===== src/verilog/pio_consts.svh =====
`ifndef PIO_CONSTS_SVH
`define PIO_CONSTS_SVH

// register word indices; byte address is four times the index
`define PIO_PORT0_LVL 14'h03e0
`define PIO_PORT1_LVL 14'h03e1
`define PIO_PORT0_DIR 14'h03e2
`define PIO_PORT1_DIR 14'h03e3
`define PIO_PORT2_LVL 14'h03e4
`define PIO_PORT3_LVL 14'h03e5
`define PIO_PORT2_DIR 14'h03e6
`define PIO_PORT3_DIR 14'h03e7
`define PIO_PORT4_LVL 14'h03e8
`define PIO_PORT5_LVL 14'h03e9
`define PIO_PORT4_DIR 14'h03ea
`define PIO_PORT5_DIR 14'h03eb
`define PIO_PORT6_LVL 14'h03ec
`define PIO_PORT7_LVL 14'h03ed
`define PIO_PORT6_DIR 14'h03ee
`define PIO_PORT7_DIR 14'h03ef
`define PIO_PORT8_LVL 14'h03f0
`define PIO_PORT9_LVL 14'h03f1
`define PIO_PORT8_DIR 14'h03f2
`define PIO_PORT9_DIR 14'h03f3
`define PIO_PORT10_LVL 14'h03f4
`define PIO_PORT11_LVL 14'h03f5
`define PIO_PORT10_DIR 14'h03f6
`define PIO_PORT11_DIR 14'h3f73
`define PIO_PORT12_LVL 14'h03f8
`define PIO_PORT13_LVL 14'h03f9
`define PIO_PORT12_DIR 14'h03fa
`define PIO_PORT13_DIR 14'h03fb
`define PIO_PULLUP0 14'h03fc
`define PIO_PULLUP1 14'h03fd
`define PIO_PULLUP2 14'h03fe
`define PIO_PULLUP3 14'h03ff
`define PIO_RDCTL 14'h03d1
`define PIO_PROTECT 14'h03d0

// field positions
`define PIO_LATCH_SEL_BIT 0
`define PIO_DIR9_UNLOCK_BIT 2
`define PIO_UPPER_EN_BIT 31
`define PIO_PORT8_INPUT_LINE 69
`define PIO_OD_LINE0 56
`define PIO_OD_LINE1 57
`define PIO_PORT9_BASE 72
`define PIO_UPPER_BASE 88
`define PIO_UPPER_LINES 24

// reset values
`define PIO_DIR_RST 112'h0
`define PIO_LATCH_RST 112'h0
`define PIO_PULLUP_RST 32'h0
`define PIO_CTRL_RST 8'h00

// lines whose pull-ups are cut in external-bus modes: ports 0-3, port 4 lines 0-3, port 5
`define PIO_BUS_PU_MASK 112'h0000_0000_0000_0000_0000_ff0f_ffff_ffff

`endif


===== src/verilog/pio_pkg.sv =====
package pio_pkg;
    typedef logic [111:0] pio_lines_t;
    typedef enum logic [2:0] {
        PIO_K_NONE,
        PIO_K_LVL,
        PIO_K_DIR,
        PIO_K_PUR,
        PIO_K_RDCTL,
        PIO_K_PROT
    } pio_kind_e;
    typedef struct packed {
        pio_kind_e kind;
        logic [3:0] port;
    } pio_dec_s;
endpackage


===== src/verilog/pio_port_block.sv =====
// Design decision made here: the APB slave port.
`include "pio_consts.svh"

// How it works
// - direction bit 1 drives latch, 0 inputs
// - input line reads pin, writes still latch
// - output line reads latch, drives written value
// - pull-up needs group bit and input direction
// - external-bus modes cut listed pull-ups
// - bus-control lines ignore writes in bus modes
// - port 8 line 5 input-only, reads interrupt pin
// - peripheral output overrides direction bit
// - latch readback bit makes port 1 read latch
// - port 9 direction writable only after unlock
// - upper enable off clears ports 11-13 latches
// - port 7 lines 0,1 are open-drain
module pio_port_block (
    input wire logic pclk,
    input wire logic presetn,
    input wire logic psel,
    input wire logic penable,
    input wire logic pwrite,
    input wire logic [15:0] paddr,
    input wire logic [31:0] pwdata,
    output logic [31:0] prdata,
    output logic pready,
    output logic pslverr,
    input wire pio_pkg::pio_lines_t pin_in,
    output pio_pkg::pio_lines_t pin_out,
    output pio_pkg::pio_lines_t pin_oe,
    output pio_pkg::pio_lines_t pullup_en,
    input wire pio_pkg::pio_lines_t periph_oe,
    input wire pio_pkg::pio_lines_t periph_out,
    input wire logic bus_mode,
    input wire pio_pkg::pio_lines_t bus_pin_mask
);
    import pio_pkg::*;

    localparam int NPORTS = 14;
    localparam int NLINES = 112;
    localparam logic [13:0] LVL_IDX [NPORTS] = '{`PIO_PORT0_LVL, `PIO_PORT1_LVL, `PIO_PORT2_LVL, `PIO_PORT3_LVL,
        `PIO_PORT4_LVL, `PIO_PORT5_LVL, `PIO_PORT6_LVL, `PIO_PORT7_LVL, `PIO_PORT8_LVL, `PIO_PORT9_LVL,
        `PIO_PORT10_LVL, `PIO_PORT11_LVL, `PIO_PORT12_LVL, `PIO_PORT13_LVL};
    localparam logic [13:0] DIR_IDX [NPORTS] = '{`PIO_PORT0_DIR, `PIO_PORT1_DIR, `PIO_PORT2_DIR, `PIO_PORT3_DIR,
        `PIO_PORT4_DIR, `PIO_PORT5_DIR, `PIO_PORT6_DIR, `PIO_PORT7_DIR, `PIO_PORT8_DIR, `PIO_PORT9_DIR,
        `PIO_PORT10_DIR, `PIO_PORT11_DIR, `PIO_PORT12_DIR, `PIO_PORT13_DIR};
    localparam logic [13:0] PUR_IDX [4] = '{`PIO_PULLUP0, `PIO_PULLUP1, `PIO_PULLUP2, `PIO_PULLUP3};
    // a literal cannot be bit-selected, so the mask lives in a named constant
    localparam pio_lines_t BUS_PU_MASK = `PIO_BUS_PU_MASK;

    // word address to register kind and port (or pull-up register) number
    function automatic pio_dec_s decode(input logic [15:0] a);
        pio_dec_s d;
        d.kind = PIO_K_NONE;
        d.port = 4'h0;
        if (a[1:0] == 2'b00) begin
            for (int i = 0; i < NPORTS; i++) begin
                if (a[15:2] == LVL_IDX[i]) begin
                    d.kind = PIO_K_LVL;
                    d.port = 4'(i);
                end
                if (a[15:2] == DIR_IDX[i]) begin
                    d.kind = PIO_K_DIR;
                    d.port = 4'(i);
                end
            end
            for (int i = 0; i < 4; i++) begin
                if (a[15:2] == PUR_IDX[i]) begin
                    d.kind = PIO_K_PUR;
                    d.port = 4'(i);
                end
            end
            if (a[15:2] == `PIO_RDCTL) begin
                d.kind = PIO_K_RDCTL;
            end
            if (a[15:2] == `PIO_PROTECT) begin
                d.kind = PIO_K_PROT;
            end
        end
        return d;
    endfunction

    pio_lines_t latch_r, latch_nxt;
    pio_lines_t dir_r, dir_nxt;
    logic [31:0] pur_r, pur_nxt;
    logic [7:0] rdctl_r, rdctl_nxt;
    logic [7:0] prot_r, prot_nxt;
    pio_lines_t out_nxt, oe_nxt, pu_nxt, lvl_view, dir_view;
    logic [31:0] rd_word;

    // bus decode; address is stable through setup and access
    pio_dec_s dec;
    wire [6:0] base = {dec.port, 3'b000};
    wire setup_ph = psel & ~penable;
    wire wr_en = psel & penable & pwrite & pready & (dec.kind != PIO_K_NONE);
    wire upper_en = pur_r[`PIO_UPPER_EN_BIT];
    assign dec = decode(paddr);

    // per-line pin drive, pull-up and readback views
    for (genvar l = 0; l < NLINES; l++) begin : g_line
        wire is_od = (l == `PIO_OD_LINE0) || (l == `PIO_OD_LINE1);
        wire is_nmi = (l == `PIO_PORT8_INPUT_LINE);
        wire alive = !(l >= `PIO_UPPER_BASE) || upper_en;
        wire gpio_drv = dir_r[l] & alive;
        // peripheral output wins over direction bit
        wire drv = (periph_oe[l] | gpio_drv) & ~is_nmi;
        wire val = periph_oe[l] ? periph_out[l] : latch_r[l];
        // open-drain lines only ever pull low
        assign out_nxt[l] = is_od ? 1'b0 : val;
        assign oe_nxt[l] = is_od ? (drv & ~val) : drv;
        // group bit plus input direction; masked lines cut in bus modes
        assign pu_nxt[l] = pur_r[l / 4] & ~dir_r[l] & ~is_od & ~is_nmi & ~(bus_mode & BUS_PU_MASK[l]);
        // pin when input, latch when output; port 1 latch select
        // shared interrupt pin level read straight through
        assign lvl_view[l] = is_nmi ? pin_in[l] : !alive ? 1'b0 :
            ((dir_r[l] | ((l / 8 == 1) & rdctl_r[`PIO_LATCH_SEL_BIT])) ? latch_r[l] : pin_in[l]);
        assign dir_view[l] = is_nmi ? 1'b0 : dir_r[l];
    end

    // register write path
    always_comb begin
        latch_nxt = latch_r;
        dir_nxt = dir_r;
        pur_nxt = pur_r;
        rdctl_nxt = rdctl_r;
        prot_nxt = prot_r;
        if (wr_en) begin
            // unlock lasts for exactly one further write
            if (dec.kind != PIO_K_PROT) begin
                prot_nxt[`PIO_DIR9_UNLOCK_BIT] = 1'b0;
            end
            unique case (dec.kind)
                PIO_K_LVL: begin
                    for (int b = 0; b < 8; b++) begin
                        // bus-control lines locked in bus modes
                        if (!(bus_mode && bus_pin_mask[base + 7'(b)])) begin
                            latch_nxt[base + 7'(b)] = pwdata[b];
                        end
                    end
                end
                PIO_K_DIR: begin
                    if (dec.port != 4'h9 || prot_r[`PIO_DIR9_UNLOCK_BIT]) begin
                        for (int b = 0; b < 8; b++) begin
                            // bus-control lines locked in bus modes
                            if (!(bus_mode && bus_pin_mask[base + 7'(b)])) begin
                                dir_nxt[base + 7'(b)] = pwdata[b];
                            end
                        end
                    end
                end
                PIO_K_PUR: pur_nxt[{dec.port[1:0], 3'b000} +: 8] = pwdata[7:0];
                PIO_K_RDCTL: rdctl_nxt = pwdata[7:0];
                PIO_K_PROT: prot_nxt = pwdata[7:0];
                PIO_K_NONE: ;
            endcase
        end
        // no storage behind port 8 line 5 direction
        dir_nxt[`PIO_PORT8_INPUT_LINE] = 1'b0;
        // upper data registers held cleared while disabled
        if (!pur_nxt[`PIO_UPPER_EN_BIT]) begin
            latch_nxt[`PIO_UPPER_BASE +: `PIO_UPPER_LINES] = '0;
        end
    end

    // read mux, captured in setup so access sees a flop
    always_comb begin
        rd_word = 32'h0000_0000;
        unique case (dec.kind)
            PIO_K_LVL: rd_word[7:0] = lvl_view[base +: 8];
            PIO_K_DIR: rd_word[7:0] = dir_view[base +: 8];
            PIO_K_PUR: rd_word[7:0] = pur_r[{dec.port[1:0], 3'b000} +: 8];
            PIO_K_RDCTL: rd_word[7:0] = rdctl_r;
            PIO_K_PROT: rd_word[7:0] = prot_r;
            PIO_K_NONE: rd_word = 32'h0000_0000;
        endcase
    end

    // control state
    always_ff @(posedge pclk or negedge presetn) begin
        if (!presetn) begin
            latch_r <= `PIO_LATCH_RST;
            dir_r <= `PIO_DIR_RST;
            pur_r <= `PIO_PULLUP_RST;
            rdctl_r <= `PIO_CTRL_RST;
            prot_r <= `PIO_CTRL_RST;
        end else begin
            latch_r <= latch_nxt;
            dir_r <= dir_nxt;
            pur_r <= pur_nxt;
            rdctl_r <= rdctl_nxt;
            prot_r <= prot_nxt;
        end
    end

    // pins registered; one cycle behind the control state
    always_ff @(posedge pclk or negedge presetn) begin
        if (!presetn) begin
            pin_out <= '0;
            pin_oe <= '0;
            pullup_en <= '0;
        end else begin
            pin_out <= out_nxt;
            pin_oe <= oe_nxt;
            pullup_en <= pu_nxt;
        end
    end

    // bus answer; read data sampled at the setup edge
    always_ff @(posedge pclk or negedge presetn) begin
        if (!presetn) begin
            prdata <= 32'h0000_0000;
            pslverr <= 1'b0;
            pready <= 1'b0;
        end else begin
            pready <= 1'b1;
            if (setup_ph) begin
                prdata <= rd_word;
                pslverr <= (dec.kind == PIO_K_NONE);
            end else if (!psel) begin
                pslverr <= 1'b0;
            end
        end
    end

    // checks
    dir_drives_a: assert property (@(posedge pclk) disable iff (!presetn)
        (dir_r[0] && !periph_oe[0]) |=> (pin_oe[0] && pin_out[0] == $past(latch_r[0])))
        else $error("output line not driving its latch");

    in_reads_pin_a: assert property (@(posedge pclk) disable iff (!presetn)
        (setup_ph && dec.kind == PIO_K_LVL && dec.port == 4'h0 && !dir_r[0]) |=> prdata[0] == $past(pin_in[0]))
        else $error("input line read did not return pin level");

    out_reads_latch_a: assert property (@(posedge pclk) disable iff (!presetn)
        (setup_ph && dec.kind == PIO_K_LVL && dec.port == 4'h2 && dir_r[16]) |=> prdata[0] == $past(latch_r[16]))
        else $error("output line read did not return latch");

    pullup_on_a: assert property (@(posedge pclk) disable iff (!presetn)
        (pur_r[12] && !dir_r[48]) |=> pullup_en[48])
        else $error("pull-up missing on input line");

    bus_pu_cut_a: assert property (@(posedge pclk) disable iff (!presetn)
        bus_mode |=> pullup_en[35:0] == 36'h0 && pullup_en[47:40] == 8'h00)
        else $error("pull-up connected in bus mode");

    bus_lock_a: assert property (@(posedge pclk) disable iff (!presetn)
        (wr_en && dec.kind == PIO_K_DIR && dec.port == 4'h0 && bus_mode && bus_pin_mask[0]) |=> $stable(dir_r[0]))
        else $error("locked bus pin direction changed");

    nmi_line_a: assert property (@(posedge pclk) disable iff (!presetn)
        ##1 !pin_oe[`PIO_PORT8_INPUT_LINE] && !pullup_en[`PIO_PORT8_INPUT_LINE])
        else $error("input-only line driven or pulled");

    periph_wins_a: assert property (@(posedge pclk) disable iff (!presetn)
        (periph_oe[3] && !dir_r[3]) |=> pin_oe[3] && pin_out[3] == $past(periph_out[3]))
        else $error("peripheral output not driven");

    dir9_locked_a: assert property (@(posedge pclk) disable iff (!presetn)
        (wr_en && dec.kind == PIO_K_DIR && dec.port == 4'h9 && !prot_r[`PIO_DIR9_UNLOCK_BIT])
        |=> $stable(dir_r[`PIO_PORT9_BASE +: 8]))
        else $error("port 9 direction written while locked");

    upper_clear_a: assert property (@(posedge pclk) disable iff (!presetn)
        !upper_en |-> latch_r[`PIO_UPPER_BASE +: `PIO_UPPER_LINES] == 24'h0)
        else $error("upper port latch not cleared");

    open_drain_a: assert property (@(posedge pclk) disable iff (!presetn)
        ##1 !(pin_oe[`PIO_OD_LINE0] && pin_out[`PIO_OD_LINE0]) && !(pin_oe[`PIO_OD_LINE1] && pin_out[`PIO_OD_LINE1]))
        else $error("open-drain line driven high");
endmodule


===== config.mk =====
export PLATFORM = sky130hd
export DESIGN_NAME = pio_port_block
export DESIGN_NICKNAME = d
export VERILOG_FILES = /design/src/verilog/pio_pkg.sv /design/src/verilog/pio_port_block.sv
export VERILOG_INCLUDE_DIRS = /design/src /design/src/verilog
export SDC_FILE = /design/constraint.sdc
export NUM_CORES = 1
export LEC_CHECK = 0
export BUFFER_PORTS_ARGS = -buffer_cell sky130_fd_sc_hd__buf_2
export CORE_AREA = 2 2 337 339
export CTS_BUF_LIST = sky130_fd_sc_hd__clkbuf_4
export DETAILED_ROUTE_END_ITERATION = 12
export DIE_AREA = 0 0 339 341
export MAX_ROUTING_LAYER = met4
export SLEW_MARGIN = 10
export SYNTH_ARGS = -nofsm -noshare
export SYNTH_HDL_FRONTEND = slang
export SYNTH_SLANG_ARGS = --single-unit

===== constraint.sdc =====
create_clock -name pclk -period 5.3 [get_ports pclk]
set_input_delay 0.53 -clock pclk [delete_from_list [all_inputs] [get_ports pclk]]
set_output_delay 0.53 -clock pclk [all_outputs]
set_load 0.005 [all_outputs]

== After elaboration in Yosys (flattened, before gate mapping) ==
Index checks and enable logic that the tools add are counted.

* Equal/unequal tests: 44
* Order comparisons: 16
* Bitwise logic cells: 416
* Muxes and demuxes: 392
* $add $sub $neg: 8
* Reduce and logical (&&, ||, !) cells: 28
* Shift-type cells: 5

{| class="wikitable"
|+ Operator list
! kind !! number
|-
| 112-bit 2-to-1 mux || 53
|-
| 112-bit bitwise mux || 16
|-
| 14-bit by 10-bit == test with 1-bit output, second input constant || 33
|-
| 1-bit 2-to-1 mux || 266
|-
| 112-bit by 8-bit indexed part select with 8-bit output || 2
|-
| 6-bit 2-to-1 mux || 31
|-
| 1-bit bitwise AND || 184
|-
| 1-bit bitwise OR || 119
|-
| 1-bit NOT || 113
|-
| 7-bit by 8-bit < comparator with 1-bit output, second input constant || 8
|-
| 32-bit 2-to-1 mux || 2
|-
| 7-bit by 1-bit >= comparator with 1-bit output, second input constant || 8
|-
| 1-bit binary-select mux with 7-bit select || 7
|-
| 1-bit demux with 7-bit select || 7
|-
| 8-bit one-hot mux with 6 select lines || 1
|-
| 32-bit bitwise mux || 1
|-
| 8-bit by 7-bit variable shift with 32-bit output, first input constant || 1
|-
| 32-bit by 6-bit indexed part select with 8-bit output || 1
|-
| 8-bit by 7-bit indexed part select with 32-bit output || 1
|-
| 7-bit by 3-bit adder with 7-bit output, second input constant || 4
|-
| 24-bit 2-to-1 mux || 1
|-
| 1-bit logical AND || 16
|-
| 7-bit by 2-bit adder with 7-bit output, second input constant || 2
|-
| 14-bit == test, second input constant || 1
|-
| 20 further kinds || 31
|}

* Logic and storage cells: 923
* Bits of input ports: 502
* Register bits after elaboration: 611
* Output and inout port bits: 370

== Logic depth before layout (Yosys ltp) ==
Gate-level depths: netlist (run 1).

* Word-level depth: 77
* Depth in mapped cells: 16

== Least setup slack after synthesis (run 1) ==
No wires, ideal clock.

* Path kind: in2reg
* From: input port paddr[13]
* To: register latch_r[100]
* Library setup time: 95 ps
* Stages on the path: 15
* Data arrival time: 4157 ps
* Setup slack: 1047 ps
* Path buffers: 5
* Path through: or4_1 -> buf_4 -> nor3_4 -> a21oi_2 -> nor2_1 -> clkbuf_1 -> clkbuf_1 -> clkbuf_1 -> ha_1 -> nor3_2 -> nand2_1 -> o21ai_1 -> buf_2 -> nand2_1 -> o31ai_1

* Cells in the longest elaborated chain, start to end: 68
* Elaborated cells on any way between the ends: 180

{| class="wikitable"
|+ RTL lines
! what !! RTL line !! text
|-
| from (decl) || pio_port_block.sv:23 || <nowiki>input wire logic [15:0] paddr,</nowiki>
|-
| 14-bit by 10-bit == test with 1-bit output || pio_port_block.sv:62 || <nowiki>if (a[15:2] == DIR_IDX[i]) begin</nowiki>
|-
| 6-bit 2-to-1 mux || pio_port_block.sv:62 ||
|-
| 6-bit 2-to-1 mux || pio_port_block.sv:58 || <nowiki>if (a[15:2] == LVL_IDX[i]) begin</nowiki>
|-
| 6-bit 2-to-1 mux || pio_port_block.sv:62 ||
|-
| 6-bit 2-to-1 mux || pio_port_block.sv:58 ||
|-
| 6-bit 2-to-1 mux || pio_port_block.sv:62 ||
|-
| 6-bit 2-to-1 mux || pio_port_block.sv:58 ||
|-
| 6-bit 2-to-1 mux || pio_port_block.sv:62 ||
|-
| [15 not listed] || - ||
|-
| 6-bit 2-to-1 mux || pio_port_block.sv:62 ||
|-
| 6-bit 2-to-1 mux || pio_port_block.sv:58 ||
|-
| 6-bit 2-to-1 mux || pio_port_block.sv:62 ||
|-
| 6-bit 2-to-1 mux || pio_port_block.sv:58 ||
|-
| 6-bit 2-to-1 mux || pio_port_block.sv:62 ||
|-
| 6-bit 2-to-1 mux (4 in series) || pio_port_block.sv:68 || <nowiki>if (a[15:2] == PUR_IDX[i]) begin</nowiki>
|-
| 7-bit 2-to-1 mux (*) || pio_port_block.sv:56 || <nowiki>if (a[1:0] == 2'b00) begin</nowiki>
|-
| branches (longest 35 deep; another with 7-bit by 8-bit < comparator with 1-bit output) || - ||
|-
| to (signal assigned) || pio_port_block.sv:181 || <nowiki>latch_r <= `PIO_LATCH_RST;</nowiki>
|-
| to (signal assigned) || pio_port_block.sv:187 || <nowiki>latch_r <= latch_nxt;</nowiki>
|-
| to (decl) || pio_port_block.sv:83 || <nowiki>pio_lines_t latch_r, latch_nxt;</nowiki>
|}

Mark *: on every way between the ends. The select of a mux whose other input is x is not followed.
A chain may end at the register's enable or synchronous reset.

== Final worst setup path (run 1) ==
* From: input port paddr[2]
* To: register latch_r[96]

* Cells in the longest elaborated chain, start to end: 70
* Elaborated cells on any way between the ends: 186

{| class="wikitable"
|+ RTL lines
! what !! RTL line
|-
| 14-bit by 10-bit == test with 1-bit output || pio_port_block.sv:62
|-
| 6-bit 2-to-1 mux || pio_port_block.sv:62
|-
| 6-bit 2-to-1 mux || pio_port_block.sv:58
|-
| 6-bit 2-to-1 mux || pio_port_block.sv:62
|-
| 6-bit 2-to-1 mux || pio_port_block.sv:58
|-
| 6-bit 2-to-1 mux || pio_port_block.sv:62
|-
| 6-bit 2-to-1 mux || pio_port_block.sv:58
|-
| 6-bit 2-to-1 mux || pio_port_block.sv:62
|-
| [15 not listed] || -
|-
| 6-bit 2-to-1 mux || pio_port_block.sv:62
|-
| 6-bit 2-to-1 mux || pio_port_block.sv:58
|-
| 6-bit 2-to-1 mux || pio_port_block.sv:62
|-
| 6-bit 2-to-1 mux || pio_port_block.sv:58
|-
| 6-bit 2-to-1 mux || pio_port_block.sv:62
|-
| 6-bit 2-to-1 mux (4 in series) || pio_port_block.sv:68
|-
| 7-bit 2-to-1 mux (*) || pio_port_block.sv:56
|-
| branches (longest 37 deep; another with 7-bit by 8-bit < comparator with 1-bit output) || -
|}

Marked as above.

==> impl_metrics.json, run 1 <==
{
  "grt_pass1_wl_mm": 190,
  "fillers": 11400,
  "ant_nets": 0,
  "cts_resized": 0,
  "crit_fanout": 33,
  "power.density_nw_per_um2": 261,
  "crit_type": "input pin to flop",
  "finalSetupViolCount": 0,
  "rsz0062_at_grt": "no",
  "yosysTopAreaCellShare_pct": 55.2,
  "syn_to_final_growth_pct": 39.2,
  "ys_top_cells_by_area": "dfrtp_1, mux2_1, mux2_2",
  "min_path_type": "input pin to flop",
  "p_clk_share_pct": 43.5,
  "grt_pass1_vias": 26700,
  "fp.coreArea_sq_um": 112000,
  "path_cells": "dlygate4sd3_1, buf_2, nand4b_1, nor4_2, buf_4, a21oi_2, buf_4, nor2_4, inv_2, ha_1, nor3_2, nand2_1, o21ai_2, buf_4, nand2_1, o31ai_1",
  "layout.cells.non_filler": 5383,
  "layout_commonest_cell": "buf_2",
  "drt-total-wl_mm": 136,
  "grt_usage_pct": 23.7,
  "synth-main-ff-cell": "dfrtp_1",
  "grt_overflow_total": 0,
  "synth_edf_count": 0,
  "cpPeakStageDelay_ns": 0.58,
  "arrival_ns": 4.70,
  "die_w_microns": 339,
  "cts_tree": "yes",
  "drc": 0,
  "nNetsFinal": 4232,
  "worstMarginPinSlew_ns": 1.16,
  "ir_drop_v": 0.000234,
  "cp.required_ns": 6.20,
  "drive_gt1_share_pct": 36.5,
  "synthArstFlopShare_pct": 100,
  "fin_crit_ns": 3.81,
  "tns_ns": 0,
  "timing.final.crit_share_pct": 71.8,
  "synth_area_sq_um": 27700,
  "drv_cap": 0,
  "clock_sinks": 611,
  "finalMaxSlewViolations": 0,
  "synth-seq-area-share_pct": 55.2,
  "num_rows": 123,
  "synth_cells": 2526,
  "fmax_ghz": 0.263,
  "firstDrtPassIters": 6,
  "grt_max_degree": 136,
  "drt_iter0_drc": 1580,
  "sw_frac_of_total_pct": 26.4,
  "place_inst": 4780,
  "cp_slowest_cell": "nor3_2",
  "clkTransAtPathRegs_ns": 0.06,
  "worst-path-buf-inv": 6,
  "crit_path_end_kind": "flop",
  "status": "complete, no violations",
  "p_int_mw": 7.42,
  "comb_power_share_pct": 9.1,
  "skew_ns": 0.0846,
  "synthDistinctLibCells": 77,
  "fin_util_pct": 34.5,
  "syn_area_per_cell_sq_um": 11.0,
  "hold_viol": 0,
  "die_area_sq_um": 116000,
  "via_count": 25800,
  "switchingPower_mw": 2.66,
  "synth-seq-cells": 611,
  "cts_max_path_buffers": 3,
  "critPathTopFamily": "buffers and inverters",
  "dp_hpwl_mm": 99.8,
  "htreeDepth": 4,
  "relSlewSlack_pct": 22.9,
  "leakage_nw": 19.8,
  "port_buffers": 817,
  "ys.warnings.count": 0,
  "clock_latency_ns": 1.10,
  "antenna_found_initial": 42,
  "layout_common_cells": "buf_2, dfrtp_1, nor2_1",
  "worstSetupStartpointType": "input pin",
  "die_h_microns": 341,
  "start_util_pct": 24.8,
  "root_buffer": "clkbuf_4",
  "seq_power_share_pct": 47.3,
  "gp_congestion": 0.885,
  "yosys.area.top_type": "dfrtp_1",
  "cts_buffers": 170,
  "ios": 872,
  "viasPerCell": 4.79,
  "path_common_cell": "buf_4",
  "wl_per_cell_microns": 25.2
}
cells in the mapped netlist, drive strengths merged (3+ instances only):
| cell type | instances |
|---|---|
| a2111oi | 3 |
| a211o | 3 |
| a211oi | 7 |
| a21boi | 3 |
| a21o | 27 |
| a21oi | 54 |
| a221o | 14 |
| a221oi | 26 |
| a22oi | 41 |
| a311oi | 3 |
| a31oi | 4 |
| and3 | 3 |
| buf | 77 |
| clkbuf | 85 |
| dfrtp | 611 |
| ha | 4 |
| inv | 7 |
| mux2 | 326 |
| mux2i | 25 |
| nand2 | 273 |
| nand2b | 16 |
| nand3 | 37 |
| nand3b | 3 |
| nand4 | 14 |
| nand4b | 3 |
| nor2 | 298 |
| nor2b | 69 |
| nor3 | 26 |
| nor3b | 11 |
| nor4 | 8 |
| nor4b | 5 |
| o2111a | 3 |
| o2111ai | 3 |
| o211ai | 36 |
| o21a | 3 |
| o21ai | 232 |
| o221ai | 24 |
| o311ai | 4 |
| o31ai | 27 |
| or2 | 89 |
power groups by stage:
stage / registers, mW / logic, mW / clock network, mW
2_1_floorplan: 4.87 / 0.245 / 0
3_3_place_gp: 4.86 / 0.753 / 0
3_5_place_dp: 4.86 / 0.759 / 0
4_1_cts: 4.77 / 0.921 / 4.56
5_1_grt: 4.78 / 0.995 / 4.79
6_report: 4.77 / 0.918 / 4.39
layout make-up:
class / count / area, sq um / area share, %
repair buffers: 1161 / 7430 / 19.3
well taps: 1500 / 1880 / 4.87
clock buffers: 246 / 1850 / 4.79
diodes: 36 / 90.1 / 0.234
multi-input cells: 1775 / 11700 / 30.3
flip-flops and latches: 611 / 15300 / 39.7
clock inverters: 47 / 290 / 0.753
inverters: 7 / 26.3 / 0.0682
logic make-up after synthesis:
| family | after synthesis | synth area share (%) |
|---|---|---|
| compound gates | 528 | 12.4 |
| xor+xnor | 1 | 0.0316 |
| fa+ha+maj | 4 | 0.181 |
| buf+inv | 169 | 3.34 |
| flops | 611 | 55.2 |
| mux | 351 | 14.2 |
| other cells | 2 | 0.0271 |
| simple gates | 860 | 14.7 |
worst reg2reg max path: cells and delay by family, from the launching register on:
| kind | cells | cell delay [ns] |
|---|---|---|
| flip-flops | 1 | 0.35 |
| AND/OR/NAND/NOR | 6 | 2.48 |
| multiplexers | 1 | 0.34 |
state kept, by name (all words and copies together) (netlist names), 32 cells and up:
signal / cells
pin_oe: 111
latch_r: 112
dir_r: 111
pur_r: 32
pullup_en: 109
pin_out: 110
stage by stage:
| step | setup WS (ns) | instance area (sq um) | total power [mW] | hold WS, ns |
|---|---|---|---|---|
| 4_1_cts | 1.73 | 38500 | 10.3 | 0.000555 |
| 5_1_grt | 1.35 | 38500 | 10.6 | 0.0697 |
| 3_5_place_dp | 0.558 | 33600 | 5.62 | 0.469 |
| 3_3_place_gp | 0.653 | 33600 | 5.61 | 0.465 |
| 2_1_floorplan | 1.05 | 27800 | 5.12 | 0.234 |
| 6_report | 1.49 | 38600 | 10.1 | 0.173 |
final timing paths:
path                       cells past startpoint             to  startpoint  slack, ns
min in group asynchronous                      3   pullup_en[3]     presetn       0.54
max in group asynchronous                      4    pin_out[70]     presetn       3.57
setup / recovery                              16    latch_r[96]    paddr[2]       1.49
hold / removal                                 7      prdata[4]  pin_in[20]       0.17
hold reg to reg                                1  pullup_en[60]   dir_r[60]       0.47
setup reg to reg                               7    latch_r[41]      pready       2.02
routing by layer:
metal / vias to the layer above / wire [microns] / track usage, %
met1: 12900 / 55900 / 28.1
met5: - / 0 / -
met2: 1156 / 66800 / 38.9
li1: 11400 / - / -
met4: 0 / 4340 / 9.31
met3: 269 / 8820 / 5.39
repair_timing:
action | in CTS | in global routing
hold buffers | 274 | 0
hold endpoints to repair | 403 | 0
buffers inserted | 0 | 0
(Power assumes the default switching activity.)
==> inputs of run 2 (changes only) <==
CORE_AREA = 2 2 339 341   (was 2 2 337 339)
DIE_AREA = 0 0 341 343   (was 0 0 339 341)
clock period = 3.55 ns   (was 5.3 ns; I/O delays follow)
==> impl_metrics.json, run 2 (synthesized netlist as in run 1, its figures left out) <==
{
  "cts_max_path_buffers": 3,
  "min-delay-start": "pin_in[11]",
  "crit_type": "input pin to flop",
  "start_util_pct": 24.4,
  "reg2reg_from": "rdctl_r[0]",
  "syn_to_final_growth_pct": 55.6,
  "worstSetupStartpointType": "input pin",
  "finalMaxSlewViolations": 0,
  "firstDrtPassIters": 5,
  "cp_slowest_cell": "nor3_2",
  "min_path_cells": 7,
  "num_rows": 124,
  "relSlewSlack_pct": 25.5,
  "fp.coreArea_sq_um": 113000,
  "ir_drop_v": 0.000323,
  "arrival_ns": 4.39,
  "finalSetupViolCount": 0,
  "power.density_nw_per_um2": 360,
  "status": "complete, no violations",
  "layout_common_cells": "buf_2, dfrtp_1, dlygate4sd3_1",
  "clock_sinks": 611,
  "die_w_microns": 341,
  "drive_gt1_share_pct": 37.5,
  "fmax_ghz": 0.295,
  "layout_commonest_cell": "buf_2",
  "viasPerCell": 4.79,
  "r2r_slack_ns": 0.53,
  "gp_congestion": 0.911,
  "drt-total-wl_mm": 146,
  "r2r_cells": 9,
  "worstMarginPinSlew_ns": 1.12,
  "hold_viol": 0,
  "via_count": 27900,
  "crit_fanout": 14,
  "grt_usage_pct": 24.8,
  "clock_latency_ns": 1.08,
  "fin_util_pct": 38.0,
  "grt_pass1_vias": 28900,
  "path_cells": "dlygate4sd3_1, buf_2, nand4b_1, nor4_4, buf_12, a21oi_2, buf_4, nor2_4, buf_12, nor3_2, buf_4, a211oi_1, nand2_1, a31oi_1, dlygate4sd3_1, a21oi_1",
  "nNetsFinal": 4673,
  "cts_buffers": 174,
  "wl_per_cell_microns": 25.0,
  "grt_pass1_wl_mm": 201,
  "antenna_found_initial": 39,
  "crit_path_end_kind": "flop",
  "leakage_nw": 22.0,
  "largest_reg_flops": 112,
  "clkTransAtPathRegs_ns": 0.08,
  "min_to": "prdata[3]",
  "fin_crit_ns": 3.39,
  "htreeDepth": 4,
  "drt_iter0_drc": 2090,
  "die_h_microns": 343,
  "top_regs": "latch_r: 112 flops, dir_r: 111 flops, pin_oe: 111 flops",
  "cpPeakStageDelay_ns": 0.88,
  "die_area_sq_um": 117000,
  "tns_ns": 0,
  "min_path_type": "input pin to flop",
  "regMostFlops": "latch_r",
  "skew_ns": 0.0472,
  "cp.required_ns": 4.55,
  "port_buffers": 817,
  "drv_cap": 0,
  "grt_max_degree": 78,
  "grt_overflow_total": 0,
  "cts_tree": "yes",
  "drc": 0,
  "root_buffer": "clkbuf_4",
  "timing.final.crit_share_pct": 95.5,
  "ios": 872,
  "rsz0062_at_grt": "no",
  "r2r_end": "prdata[4]",
  "ant_nets": 0,
  "fin_hold_ws_ns": 0.113,
  "dp_hpwl_mm": 105
}
[run 2: cell count changes in the layout (fill, tap and decap cells not counted), sizes merged]
cell	change
clkinv	+3
diode	+4
bufinv	+3
buf	+210
inv	-6
dlygate4sd3	+226
clkinvlp	+1
clkbuf	-4
[run 2: layer usage]
layer	vias to the layer above	global-route usage, %	wire [microns]
met5	-	-	0
met4	0	10.4	6040
met3	333	5.66	10100
met2	1338	41.0	71200
met1	14000	28.9	58300
li1	12300	-	-
[run 2: report_power, final]
part	total (mW)	switching, mW	internal (mW)
Clock	6.69	3.21	3.47
Combinational	1.67	0.797	0.877
Sequential	7.13	0.0422	7.09
Total	15.5	4.05	11.4
[run 2: layout make-up]
| type | instances | area, sq um |
|---|---|---|
| fill | 11100 | 70300 |
| sequential | 611 | 15300 |
| timing repair buffer | 1598 | 11900 |
| multi-input combinational | 1775 | 11700 |
| tap | 1512 | 1890 |
| clock buffer | 241 | 1810 |
| clock inverter | 48 | 349 |
| antenna | 40 | 100 |
| inverter | 7 | 26.3 |
[run 2: worst max path at each step]
stage	from	slack (ns)	end	depth (start not counted)
2_1_floorplan	paddr[13]	0.01	latch_r[100]	15
3_3_place_gp	paddr[13]	-0.25	prdata[7]	15
3_5_place_dp	paddr[13]	-0.28	prdata[7]	15
4_1_cts	paddr[0]	0.06	prdata[5]	15
5_1_grt	paddr[2]	0.11	prdata[5]	16
6_report	paddr[2]	0.16	prdata[5]	16
[run 2: through the flow]
stage | power, mW | instance area (sq um) | cells | setup slack, ns
3_3_place_gp | 8.46 | 35800 | 5001 | -0.247
4_1_cts | 15.6 | 43000 | 5791 | 0.0589
3_5_place_dp | 8.47 | 35800 | 5001 | -0.275
6_report | 15.5 | 43100 | 5832 | 0.160
5_1_grt | 16.2 | 43100 | 5824 | 0.110
2_1_floorplan | 7.64 | 27900 | 2555 | 0.0105
[run 2: repair_timing]
action | in CTS | in global routing
setup buffers | 0 | 1
endpoints found under the setup margin | 0 | 4
hold endpoints to repair | 691 | 0
hold buffers | 501 | 0
gates resized for setup | 0 | 3
[run 2: worst max-delay path, delay by kind of cell]
family | cells | cell delay (ns)
buffers and inverters | 7 | 2.08
AOI/OAI and AO/OA | 4 | 0.56
and+or+nand+nor | 5 | 1.38
